$ cat config.mk
export PLATFORM = sky130hd
export DESIGN_NAME = prefixed_opcode_decoder
export DESIGN_NICKNAME = d
export VERILOG_FILES = /design/src/pkg/prefixed_decoder_pkg.sv /design/src/core/prefixed_opcode_decoder.sv
export VERILOG_INCLUDE_DIRS = /design/src /design/src/pkg
export SDC_FILE = /design/constraint.sdc
export NUM_CORES = 1
export LEC_CHECK = 0
export BUFFER_PORTS_ARGS = -buffer_cell sky130_fd_sc_hd__buf_4
export CAP_MARGIN = 20
export CORE_MARGIN = 2
export CORE_UTILIZATION = 45
export DETAILED_ROUTE_END_ITERATION = 10
export PLACE_DENSITY_LB_ADDON = 0.12
export REMOVE_ABC_BUFFERS = 1
export SLEW_MARGIN = 20
export SYNTH_ARGS = -nofsm -noshare
export SYNTH_HDL_FRONTEND = slang
export SYNTH_SLANG_ARGS = --single-unit
$ cat constraint.sdc
create_clock -name clk_sys -period 9.3 [get_ports clk_sys]
set_input_delay 1.86 -clock clk_sys [delete_from_list [all_inputs] [get_ports clk_sys]]
set_output_delay 1.86 -clock clk_sys [all_outputs]
set_load 0.05 [all_outputs]
$ cat src/pkg/prefixed_decoder_regs.svh
// opcode values and field positions for the prefixed opcode decoder
`ifndef PREFIXED_DECODER_REGS_SVH
`define PREFIXED_DECODER_REGS_SVH
`define PFX_INDEX_FIRST 8'hdd
`define PFX_INDEX_SECOND 8'hfd
`define PFX_EXTENDED 8'hed
`define PFX_BIT_GROUP 8'hcb
`define FLD_MEM 3'b110
`define FLD_RESTART 3'b111
`define GRP_LOAD 2'b01
`define GRP_ALU 2'b10
`define GRP_HIGH 2'b11
`define GRP_LOW 2'b00
`define OP_HALT_SLOT 8'h76
`define OP_STORE_HI 5'b0_1110
`define OP_INC_MEM 8'h34
`define OP_DEC_MEM 8'h35
`define OP_STORE_IMM 8'h36
`define OP_LOAD_IMM16 8'h21
`define OP_STORE_DIRECT 8'h22
`define OP_LOAD_DIRECT 8'h2a
`define OP_INC_INDEX 8'h23
`define OP_DEC_INDEX 8'h2b
`define OP_ADD_LOW 4'h9
`define OP_POP 8'he1
`define OP_EXCH_SP 8'he3
`define OP_PUSH 8'he5
`define OP_JUMP 8'he9
`define OP_LOAD_SP 8'hf9
`define EX_NEGATE 8'h44
`define EX_RET_NMI 8'h45
`define EX_RET_INT 8'h4d
`define EX_MODE0 8'h46
`define EX_MODE1 8'h56
`define EX_MODE2 8'h5e
`define EX_VEC_FROM_ACC 8'h47
`define EX_ACC_FROM_VEC 8'h57
`define EX_DIGIT_RIGHT 8'h67
`define EX_DIGIT_LEFT 8'h6f
`define EX_PORT_IN 3'b000
`define EX_PORT_OUT 3'b001
`define EX_ARITH16 3'b010
`define EX_PAIR_MEM 3'b011
`define EX_PAIR_HL 2'b10
`define EX_BLOCK_TOP 3'b101
`define BLK_MOVE 2'b00
`define BLK_CMP 2'b01
`define BLK_IN 2'b10
`define BLK_OUT 2'b11
`define MODE_ZERO 2'b00
`define MODE_ONE 2'b01
`define MODE_TWO 2'b10
`define RESTART_PAD 3'b000
`endif

$ cat src/pkg/prefixed_decoder_pkg.sv
// types shared by the prefixed opcode decoder
package prefixed_decoder_pkg;
   typedef enum logic [5:0] {
      CLS_NONE, CLS_BASE, CLS_RESTART, CLS_UNDEFINED,
      CLS_IDX_LOAD_REG, CLS_IDX_STORE_REG, CLS_IDX_ALU, CLS_IDX_INC_MEM,
      CLS_IDX_DEC_MEM, CLS_IDX_STORE_IMM, CLS_IDX_ROTATE, CLS_IDX_BIT_TEST,
      CLS_IDX_BIT_CLEAR, CLS_IDX_BIT_SET, CLS_IDX_POP, CLS_IDX_EXCH_SP,
      CLS_IDX_PUSH, CLS_IDX_JUMP, CLS_IDX_LOAD_SP, CLS_IDX_LOAD_IMM16,
      CLS_IDX_STORE_DIRECT, CLS_IDX_LOAD_DIRECT, CLS_IDX_INC_REG,
      CLS_IDX_DEC_REG, CLS_IDX_ADD16, CLS_PORT_IN, CLS_PORT_OUT,
      CLS_SUB16_BORROW, CLS_ADD16_CARRY, CLS_ACCUMULATOR_NEGATE,
      CLS_INTERRUPT_RESPONSE_SELECT, CLS_RETURN_FROM_NONMASKABLE,
      CLS_RETURN_FROM_MASKABLE, CLS_VECTOR_FROM_ACC, CLS_ACC_FROM_VECTOR,
      CLS_DIGIT_ROTATE_RIGHT, CLS_DIGIT_ROTATE_LEFT, CLS_PAIR_STORE,
      CLS_PAIR_LOAD, CLS_BLOCK_MOVE, CLS_BLOCK_COMPARE, CLS_BLOCK_IN,
      CLS_BLOCK_OUT
   } op_class_e;

   typedef enum logic [8:0] {
      ST_OPCODE = 9'b0_0000_0001,
      ST_INDEXED = 9'b0_0000_0010,
      ST_EXTENDED = 9'b0_0000_0100,
      ST_DISP = 9'b0_0000_1000,
      ST_IMM8 = 9'b0_0001_0000,
      ST_WORD_LO = 9'b0_0010_0000,
      ST_WORD_HI = 9'b0_0100_0000,
      ST_BIT_DISP = 9'b0_1000_0000,
      ST_BIT_OP = 9'b1_0000_0000
   } dec_state_e;

   typedef struct packed {
      op_class_e cls;
      logic need_disp;
      logic need_imm8;
      logic need_word;
   } decode_s;
endpackage : prefixed_decoder_pkg

$ cat src/core/prefixed_opcode_decoder.sv
// decoder for the index, indexed-bit and extended prefixed opcode groups
`timescale 1ns/1ps
`default_nettype none
`include "prefixed_decoder_regs.svh"
module prefixed_opcode_decoder
   import prefixed_decoder_pkg::*;
(
   // clock and reset
   input wire logic clk_sys,
   input wire logic rst_b,
   // opcode and operand bytes from program memory
   input wire logic byte_valid,
   input wire logic [7:0] byte_data,
   // current index register contents
   input wire logic [15:0] index_reg_first,
   input wire logic [15:0] index_reg_second,
   // decoded instruction
   output logic op_valid,
   output op_class_e op_class,
   output logic [7:0] op_byte,
   output logic op_index,
   output logic [2:0] op_sel,
   output logic [2:0] op_src,
   output logic [1:0] op_pair,
   output logic op_down,
   output logic op_repeat,
   output logic [1:0] op_mode,
   output logic [7:0] op_disp,
   output logic [7:0] op_imm8,
   output logic [15:0] op_imm16,
   output logic [15:0] op_eff_addr,
   output logic [15:0] op_restart_addr,
   output logic dec_busy
);
   function automatic decode_s pack_dec(input op_class_e c, input logic d,
                                        input logic n, input logic w);
      return decode_s'{c, d, n, w};
   endfunction : pack_dec
   // second byte after an index prefix
   function automatic decode_s dec_indexed(input logic [7:0] b);
      decode_s r;
      r = pack_dec(CLS_UNDEFINED, 1'b0, 1'b0, 1'b0);
      if (b[7:6] == `GRP_LOAD && b[2:0] == `FLD_MEM && b != `OP_HALT_SLOT)
         r = pack_dec(CLS_IDX_LOAD_REG, 1'b1, 1'b0, 1'b0);
      else if (b[7:3] == `OP_STORE_HI && b[2:0] != `FLD_MEM)
         r = pack_dec(CLS_IDX_STORE_REG, 1'b1, 1'b0, 1'b0);
      else if (b[7:6] == `GRP_ALU && b[2:0] == `FLD_MEM)
         r = pack_dec(CLS_IDX_ALU, 1'b1, 1'b0, 1'b0);
      else if (b[7:6] == `GRP_LOW && b[3:0] == `OP_ADD_LOW)
         r = pack_dec(CLS_IDX_ADD16, 1'b0, 1'b0, 1'b0);
      else
      begin
         case (b)
            `OP_INC_MEM: r = pack_dec(CLS_IDX_INC_MEM, 1'b1, 1'b0, 1'b0);
            `OP_DEC_MEM: r = pack_dec(CLS_IDX_DEC_MEM, 1'b1, 1'b0, 1'b0);
            `OP_STORE_IMM: r = pack_dec(CLS_IDX_STORE_IMM, 1'b1, 1'b1, 1'b0);
            `OP_LOAD_IMM16: r = pack_dec(CLS_IDX_LOAD_IMM16, 1'b0, 1'b0, 1'b1);
            `OP_STORE_DIRECT: r = pack_dec(CLS_IDX_STORE_DIRECT, 1'b0, 1'b0, 1'b1);
            `OP_LOAD_DIRECT: r = pack_dec(CLS_IDX_LOAD_DIRECT, 1'b0, 1'b0, 1'b1);
            `OP_INC_INDEX: r = pack_dec(CLS_IDX_INC_REG, 1'b0, 1'b0, 1'b0);
            `OP_DEC_INDEX: r = pack_dec(CLS_IDX_DEC_REG, 1'b0, 1'b0, 1'b0);
            `OP_POP: r = pack_dec(CLS_IDX_POP, 1'b0, 1'b0, 1'b0);
            `OP_EXCH_SP: r = pack_dec(CLS_IDX_EXCH_SP, 1'b0, 1'b0, 1'b0);
            `OP_PUSH: r = pack_dec(CLS_IDX_PUSH, 1'b0, 1'b0, 1'b0);
            `OP_JUMP: r = pack_dec(CLS_IDX_JUMP, 1'b0, 1'b0, 1'b0);
            `OP_LOAD_SP: r = pack_dec(CLS_IDX_LOAD_SP, 1'b0, 1'b0, 1'b0);
            default: r = pack_dec(CLS_UNDEFINED, 1'b0, 1'b0, 1'b0);
         endcase
      end
      return r;
   endfunction : dec_indexed
   // operation byte of the four-byte indexed bit group
   function automatic op_class_e dec_bitgroup(input logic [7:0] b);
      op_class_e c;
      c = CLS_UNDEFINED;
      if (b[2:0] == `FLD_MEM)
      begin
         case (b[7:6])
            `GRP_LOW: c = (b[5:3] == `FLD_MEM) ? CLS_UNDEFINED : CLS_IDX_ROTATE;
            `GRP_LOAD: c = CLS_IDX_BIT_TEST;
            `GRP_ALU: c = CLS_IDX_BIT_CLEAR;
            default: c = CLS_IDX_BIT_SET;
         endcase
      end
      return c;
   endfunction : dec_bitgroup
   // second byte after the extended prefix
   function automatic decode_s dec_extended(input logic [7:0] b);
      decode_s r;
      r = pack_dec(CLS_UNDEFINED, 1'b0, 1'b0, 1'b0);
      if (b[7:5] == `EX_BLOCK_TOP && !b[2])
      begin
         case (b[1:0])
            `BLK_MOVE: r.cls = CLS_BLOCK_MOVE;
            `BLK_CMP: r.cls = CLS_BLOCK_COMPARE;
            `BLK_IN: r.cls = CLS_BLOCK_IN;
            default: r.cls = CLS_BLOCK_OUT;
         endcase
      end
      else if (b[7:6] == `GRP_LOAD)
      begin
         case (b)
            `EX_NEGATE: r.cls = CLS_ACCUMULATOR_NEGATE;
            `EX_RET_NMI: r.cls = CLS_RETURN_FROM_NONMASKABLE;
            `EX_RET_INT: r.cls = CLS_RETURN_FROM_MASKABLE;
            `EX_MODE0, `EX_MODE1, `EX_MODE2:
               r.cls = CLS_INTERRUPT_RESPONSE_SELECT;
            `EX_VEC_FROM_ACC: r.cls = CLS_VECTOR_FROM_ACC;
            `EX_ACC_FROM_VEC: r.cls = CLS_ACC_FROM_VECTOR;
            `EX_DIGIT_RIGHT: r.cls = CLS_DIGIT_ROTATE_RIGHT;
            `EX_DIGIT_LEFT: r.cls = CLS_DIGIT_ROTATE_LEFT;
            default:
            begin
               // the memory slot (110) has no port form here, and pair 10 has no pair load or store form
               if (b[2:0] == `EX_PORT_IN && b[5:3] != `FLD_MEM)
                  r.cls = CLS_PORT_IN;
               else if (b[2:0] == `EX_PORT_OUT && b[5:3] != `FLD_MEM)
                  r.cls = CLS_PORT_OUT;
               else if (b[2:0] == `EX_ARITH16)
                  r.cls = b[3] ? CLS_ADD16_CARRY : CLS_SUB16_BORROW;
               else if (b[2:0] == `EX_PAIR_MEM && b[5:4] != `EX_PAIR_HL)
                  r = pack_dec(b[3] ? CLS_PAIR_LOAD : CLS_PAIR_STORE,
                               1'b0, 1'b0, 1'b1);
            end
         endcase
      end
      return r;
   endfunction : dec_extended
   dec_state_e state;
   op_class_e pend_class;
   logic pend_index;
   logic pend_imm8;
   logic [7:0] pend_byte;
   logic [7:0] disp_q;
   logic [7:0] word_lo_q;
   logic done;
   op_class_e fin_class;
   logic [7:0] fin_byte;
   logic fin_index;
   logic [7:0] fin_disp;
   logic [7:0] fin_imm8;
   logic [15:0] fin_word;
   dec_state_e next_state;
   decode_s ix_dec;
   decode_s ex_dec;
   assign ix_dec = dec_indexed(byte_data);
   assign ex_dec = dec_extended(byte_data);

   always_comb
   begin
      done = 1'b0;
      fin_class = pend_class;
      fin_byte = pend_byte;
      fin_index = pend_index;
      fin_disp = disp_q;
      fin_imm8 = '0;
      fin_word = '0;
      next_state = state;
      if (byte_valid)
      begin
         case (state)
            ST_OPCODE:
            begin
               fin_byte = byte_data;
               fin_index = 1'b0;
               if (byte_data == `PFX_INDEX_FIRST || byte_data == `PFX_INDEX_SECOND)
                  next_state = ST_INDEXED;
               else if (byte_data == `PFX_EXTENDED)
                  next_state = ST_EXTENDED;
               else
               begin
                  done = 1'b1;
                  fin_class = (byte_data[7:6] == `GRP_HIGH &&
                               byte_data[2:0] == `FLD_RESTART)
                              ? CLS_RESTART : CLS_BASE;
               end
            end
            ST_INDEXED:
            begin
               fin_byte = byte_data;
               fin_class = ix_dec.cls;
               if (byte_data == `PFX_BIT_GROUP)
                  next_state = ST_BIT_DISP;
               else if (ix_dec.need_disp)
                  next_state = ST_DISP;
               else if (ix_dec.need_word)
                  next_state = ST_WORD_LO;
               else
               begin
                  done = 1'b1;
                  next_state = ST_OPCODE;
               end
            end
            ST_EXTENDED:
            begin
               fin_byte = byte_data;
               fin_class = ex_dec.cls;
               if (ex_dec.need_word)
                  next_state = ST_WORD_LO;
               else
               begin
                  done = 1'b1;
                  next_state = ST_OPCODE;
               end
            end
            ST_DISP:
            begin
               fin_disp = byte_data;
               if (pend_imm8)
                  next_state = ST_IMM8;
               else
               begin
                  done = 1'b1;
                  next_state = ST_OPCODE;
               end
            end
            ST_IMM8:
            begin
               fin_imm8 = byte_data;
               done = 1'b1;
               next_state = ST_OPCODE;
            end
            ST_WORD_LO: next_state = ST_WORD_HI;
            ST_WORD_HI:
            begin
               fin_word = {byte_data, word_lo_q}; // low byte arrives first
               done = 1'b1;
               next_state = ST_OPCODE;
            end
            ST_BIT_DISP:
            begin
               fin_disp = byte_data;
               next_state = ST_BIT_OP;
            end
            ST_BIT_OP:
            begin
               fin_byte = byte_data;
               fin_class = dec_bitgroup(byte_data);
               done = 1'b1;
               next_state = ST_OPCODE;
            end
            default: next_state = ST_OPCODE;
         endcase
      end
   end
   always_ff @(posedge clk_sys or negedge rst_b)
   begin
      if (!rst_b)
         state <= ST_OPCODE;
      else
         state <= next_state;
   end
   // pending instruction held while its operand bytes arrive
   always_ff @(posedge clk_sys or negedge rst_b)
   begin
      if (!rst_b)
      begin
         pend_class <= CLS_NONE;
         pend_index <= 1'b0;
         pend_imm8 <= 1'b0;
         pend_byte <= '0;
         disp_q <= '0;
         word_lo_q <= '0;
      end
      else if (byte_valid)
      begin
         if (state == ST_OPCODE)
            pend_index <= (byte_data == `PFX_INDEX_SECOND);
         if (state == ST_INDEXED)
         begin
            pend_class <= ix_dec.cls;
            pend_imm8 <= ix_dec.need_imm8;
            pend_byte <= byte_data;
         end
         if (state == ST_EXTENDED)
         begin
            pend_class <= ex_dec.cls;
            pend_imm8 <= 1'b0;
            pend_byte <= byte_data;
         end
         if (state == ST_DISP || state == ST_BIT_DISP)
            disp_q <= byte_data;
         if (state == ST_WORD_LO)
            word_lo_q <= byte_data;
      end
   end
   // decoded result, one-cycle strobe with fields held until the next one
   always_ff @(posedge clk_sys or negedge rst_b)
   begin
      if (!rst_b)
      begin
         op_valid <= 1'b0;
         op_class <= CLS_NONE;
         op_byte <= '0;
         op_index <= 1'b0;
         op_sel <= '0;
         op_src <= '0;
         op_pair <= '0;
         op_down <= 1'b0;
         op_repeat <= 1'b0;
         op_mode <= `MODE_ZERO;
         op_disp <= '0;
         op_imm8 <= '0;
         op_imm16 <= '0;
         op_eff_addr <= '0;
         op_restart_addr <= '0;
      end
      else
      begin
         op_valid <= done;
         if (done)
         begin
            op_class <= fin_class;
            op_byte <= fin_byte;
            op_index <= fin_index;
            op_sel <= fin_byte[5:3];
            op_src <= fin_byte[2:0];
            op_pair <= fin_byte[5:4];
            op_down <= fin_byte[3];
            op_repeat <= fin_byte[4];
            op_mode <= fin_byte[4] ? (fin_byte[3] ? `MODE_TWO : `MODE_ONE)
                                   : `MODE_ZERO;
            op_disp <= fin_disp;
            op_imm8 <= fin_imm8;
            op_imm16 <= fin_word;
            // sign-extended so that displacements 80..FF reach backwards
            op_eff_addr <= (fin_index ? index_reg_second : index_reg_first)
                           + {{8{fin_disp[7]}}, fin_disp};
            op_restart_addr <= {8'h00, 2'b00, fin_byte[5:3], `RESTART_PAD};
         end
      end
   end
   always_ff @(posedge clk_sys or negedge rst_b)
   begin
      if (!rst_b)
         dec_busy <= 1'b0;
      else
         dec_busy <= (next_state != ST_OPCODE);
   end
endmodule : prefixed_opcode_decoder
`default_nettype wire

# == Word-level counts from Yosys, hierarchy flattened ==
# Cells that the tools add are included.
# classes
addsub,1
eq_ne,55
muxes,65
n_reduce_logical,26
# op_table
cell,count
$pmux 8 s13,1
$mux 8,11
$eq 8x7->1 const B,10
$eq 8x8->1 const B,9
$mux 6,12
$eq 8x6->1 const B,8
$mux 9,7
$pmux 9 s6,1
$mux 16,3
$pmux 6 s8,1
$pmux 4 s3,2
$pmux 6 s4,1
$add 16x16->16,1
$mux 3,5
$mux 1,13
$eq 3x3->1 const B,4
$logic_and 1x1->1,10
$reduce_or 10->1,1
$eq 9x1->1 const B,1
$eq 9x2->1 const B,1
$eq 9x3->1 const B,1
$eq 9x4->1 const B,1
$eq 9x5->1 const B,1
$eq 9x6->1 const B,1
26 further kinds,41
# totals
regBits,118
inputBits,43
out_inout_bits,93
elab_cells,169

# == Longest topological paths before layout ==
# logic_depth
word_depth,13
mapped_depth,16
ltp_nobuf,14

# == Least setup slack after synthesis ==
# No wires, ideal clock.
# synth_timing
kind,input-to-reg
from,in byte_valid
to,reg op_eff_addr[12]
setup_time_ns,0.124
arrival_time_ns,4.884
required_ns,9.176
setup_slack_ns,4.292
cell_stages,14
n_path_buf,3
cell_sequence,clkbuf_1 a21boi_0 buf_1 buf_2 mux2_2 ha_1 fa_1 a211oi_1 o21ai_0 o211ai_1 o311ai_0 a21oi_1 xnor2_1 o21ai_1
# synth_between
elab_chain_cells,3
word_cells_on_any_way,5
classes_between,add/sub (1); mux (4)
# synth_lines
item,line,text
start: declaration,prefixed_opcode_decoder.sv:12,"input wire logic byte_valid,"
$mux 1,prefixed_opcode_decoder.sv:159,if (byte_valid)
$mux 16,prefixed_opcode_decoder.sv:327,op_eff_addr <= (fin_index ? index_reg_second : index_reg_first)
$add 16x16->16,prefixed_opcode_decoder.sv:328,"+ {{8{fin_disp[7]}}, fin_disp};"
end signal: assignment,prefixed_opcode_decoder.sv:327,
end: declaration,prefixed_opcode_decoder.sv:31,"output logic [15:0] op_eff_addr,"
# Several ways; a longest one is shown, not always the timed one.
# A chain may end at the register's enable or synchronous reset.

# == Worst setup path in the final report ==
# layout_timing
from,in byte_valid
to,reg op_eff_addr[12]
# layout_between
word_cells_on_any_way,5
classes_between,add/sub (1); mux (4)
# layout_rtl
item,line,text
$mux 8,prefixed_opcode_decoder.sv:159,
named net fin_disp[0],prefixed_opcode_decoder.sv:140,logic [7:0] fin_disp;
$add 16x16->16,prefixed_opcode_decoder.sv:328,
# The timed path passes the listed nets, and every way through them passes these cells.

==> results.md <==
* Number of synthesized flops with an enable pin at 0
* Max-cap violation count at 0
* Metal-1 WL at roughly 8300 um
* Mapped Avg Cell Area at just under 9 um^2
* Placer Congestion at 0.926
* Part of the power in registers at about a third
* Leakage at 0.00380 uW
* Register area at 0.00270 mm^2
* Clk_skew at 0.00801 ns
* Met3 WL post-DR at 1110 um
* RSZ-0062 raised after global routing: no
* Initial antenna violation count at 0
* Capturing point of the worst reg2reg path: op_eff_addr[12]$_DFFE_PN0P_
* DR WL/cell at approximately 18 um
* Routed wl met2 at 8720 um
* P_sw at 923 uW
* Hold_buf cts at 0
* Clk pwr share at between 20 and 25%
* CORE AREA at about 0.015 mm^2
* Worst Hold Path Cells at 2
* N_diodes at 0
* Vias at 6007
* Post-CTS Setup Inserts at 0
* Crit path max fanout at 48
* Number of synthesized register bits at 108
* Root Driver: clkbuf_16
* Die Y at 126 um
* Int Pwr at 1050 uW
* FFs w/ async S/R, synth at 100%
* Final period utilization at 58.0%
* Endpoints failing setup at 0
* Status: completed
* Total Wirelength at around 19000 um
* Yosys warns at 0
* Wire length of the first global-routing pass at 30700 um
* R2r setup slk at 4.82 ns
* Worst r2r src: state[7]$_DFF_PN0_
* Post-detail-place hpwl at 13800 um
* Top sig layer: met4
* Htree depth at 3
* Critical setup path kind: in2reg
* Hold path start: disp_q[6]$_DFFE_PN0P_
* Initial DRC count at around 550
* Reg2Reg Depth at 14
* Min Tclk post-route at 5.40 ns
* Commonest cells after routing, fill and taps aside: nand2_1 (130), buf_4 (127), dfrtp_1 (107), o21ai_0 (52), nor2_1 (50)
* Synth Instances at around 760
* Syn Std Cell Area at 0.00674 mm^2
* Largest net degree at the start of global routing at 77
* Longest Clk Path Bufs at 2
* Multi-input logic area at roughly 0.0036 mm^2
* Io pins at between 100 and 150
* CTS tree: yes
* Main synth FF type: dfrtp_1
* FILL cells at 1371
* Combinational share of power at 47.6%
* Clk slew on worst S/H paths at 0.07 ns
* Die area at 0.0160 mm^2
* Layout cells sized above 1 at 21.5%
* Total track usage at between 20% and 30%
* # port buffers at 122
* Slew @ Worst Pin at 0.999 ns
* Fmax at 185 MHz
* Post-route ant nets at 0
* Switching share of power at 46.8%
* Fin. Hold Viols at 0
* Sequential area share after synthesis at 40.1%
* GR Overflow Total at 0
* Number of global-route vias before repair at 5792
* Synth-to-Final Area Change at 17.3%
* Final worst setup slack at 3.90 ns
* Crit start category: input port
* Initial Util at 46.2%
* PostCTS Resize Cnt at 0
* DR vias/cell at 5.80
* Clk Latency, worst-skew pair at 0.36 ns
* # DRC at 0
* Setup TNS at 0 ns
* Slew headroom at around a third
* Power density cells at 250 mW/mm^2
* Slew Limit Fails at 0
* Worst setup EP type: flop
* HP Class: reg2reg
* Crit path DAT at around 5.6 ns
* Placement Setup Slack at around 3.5 ns
* Yosys cell types at 81
* Chip width at approximately 130 um
* Hold Path End: disp_q[6]$_DFFE_PN0P_
* Drt pass-1 iters at 5
* Nets at 917
* Maximum vdd drop at 152 uV
* Row Count at 44
* Inserted Clock Buffers at 9
* Crit path required time at 9.51 ns
* CTS Sinks at 108
* Commonest non-fill, non-tap cell in the layout: nand2_1
==> power groups by stage <==
stage	clock [uW]	sequential (uW)	combinational (uW)
finish	401	633	938
global route	431	650	1000
CTS	410	636	944
detailed placement	0	645	943
global placement	0	643	938
floorplan	0	1010	260
==> critical path: stages <==
cell,delay (ns)
buf_4,0.41
inv_1,0.25
a21o_1,0.44
nand2_1,0.18
o21ai_0,0.26
ha_1,0.34
fa_1,0.46
a211oi_1,0.29
o21ai_0,0.14
o211ai_1,0.20
o311ai_0,0.21
a21oi_1,0.29
xnor2_1,0.16
o21ai_1,0.07
==> cells by family (layout without fill, tap and decap cells) <==
| group | after synthesis | after routing | share of synthesized area (%) |
|---|---|---|---|
| buf+inv | 88 | 166 | 7.08 |
| mux | 29 | 29 | 4.83 |
| other cells | 1 | 13 | 0.0557 |
| fa+ha+maj | 27 | 27 | 5.13 |
| xor+xnor | 14 | 14 | 1.82 |
| simple gates | 293 | 293 | 21.2 |
| flops | 108 | 108 | 40.1 |
| compound gates | 202 | 202 | 19.7 |
==> sequential cells by signal (all words and copies together) (netlist names), 6 cells and up <==
signal / cells
disp_q: 8
op_eff_addr: 16
state: 9
op_class: 6
op_imm16: 16
op_imm8: 8
op_byte: 8
op_disp: 8
pend_byte: 8
pend_class: 6
word_lo_q: 8
==> metal layers <==
| layer | vias to the layer above | track usage, % |
|---|---|---|
| met5 | - | 0 |
| met4 | 0 | 8.40 |
| met3 | 32 | 4.77 |
| met2 | 214 | 37.6 |
| met1 | 2904 | 33.3 |
| li1 | 2857 | - |
==> layout make-up <==
class / instances / area share, %
inverters: 23 / 1.09
repair buffers: 127 / 12.1
flip-flops and latches: 108 / 34.2
clock buffers: 9 / 2.85
well taps: 184 / 2.91
multi-input cells: 578 / 45.9
clock inverters: 7 / 1.01
==> Yosys cell counts, types with 6 or more instances <==
cell type,instances,area [um^2]
nand4_1,8,50.1
o21ai_1,25,125
buf_4,31,233
nand3_1,35,175
xnor2_1,7,61.3
a211oi_1,9,67.6
nor3_1,8,40.0
inv_1,22,82.6
o21ai_0,52,260
o211ai_1,7,52.6
nor2_1,50,188
buf_2,12,60.1
nor2b_1,9,56.3
xor2_1,7,61.3
clkbuf_1,19,71.3
ha_1,26,325
dfrtp_1,107,2680
nand2b_1,8,50.1
and2_1,6,37.5
a21oi_1,29,145
mux2_2,23,259
a21o_1,9,67.6
nand2_1,130,488
==> worst max-delay path by stage <==
stage	slack [ns]	from	end
finish	3.90	byte_valid	op_eff_addr[12]$_DFFE_PN0P_
CTS	3.92	byte_valid	op_eff_addr[12]$_DFFE_PN0P_
global placement	3.54	byte_valid	op_eff_addr[12]$_DFFE_PN0P_
global route	3.55	byte_valid	op_eff_addr[12]$_DFFE_PN0P_
floorplan	2.58	byte_data[1]	op_class[0]$_DFFE_PN0P_
detailed placement	3.55	byte_valid	op_eff_addr[12]$_DFFE_PN0P_
==> stage by stage <==
stage / area, um^2 / hold slack (ns) / power, uW / utilization (%) / std cells
final: 7900 / 0.470 / 1970 / 54.2 / 1036
after CTS: 7900 / 0.476 / 1990 / 54.1 / 1036
after detailed placement: 7590 / 0.460 / 1590 / 52.0 / 1020
after floorplan: 6390 / 0.439 / 1270 / - / 709
after global placement: 7590 / 0.450 / 1580 / 52.0 / 1020
after global routing: 7900 / 0.506 / 2080 / 54.2 / 1036
Power figures use the tool's default switching activity.
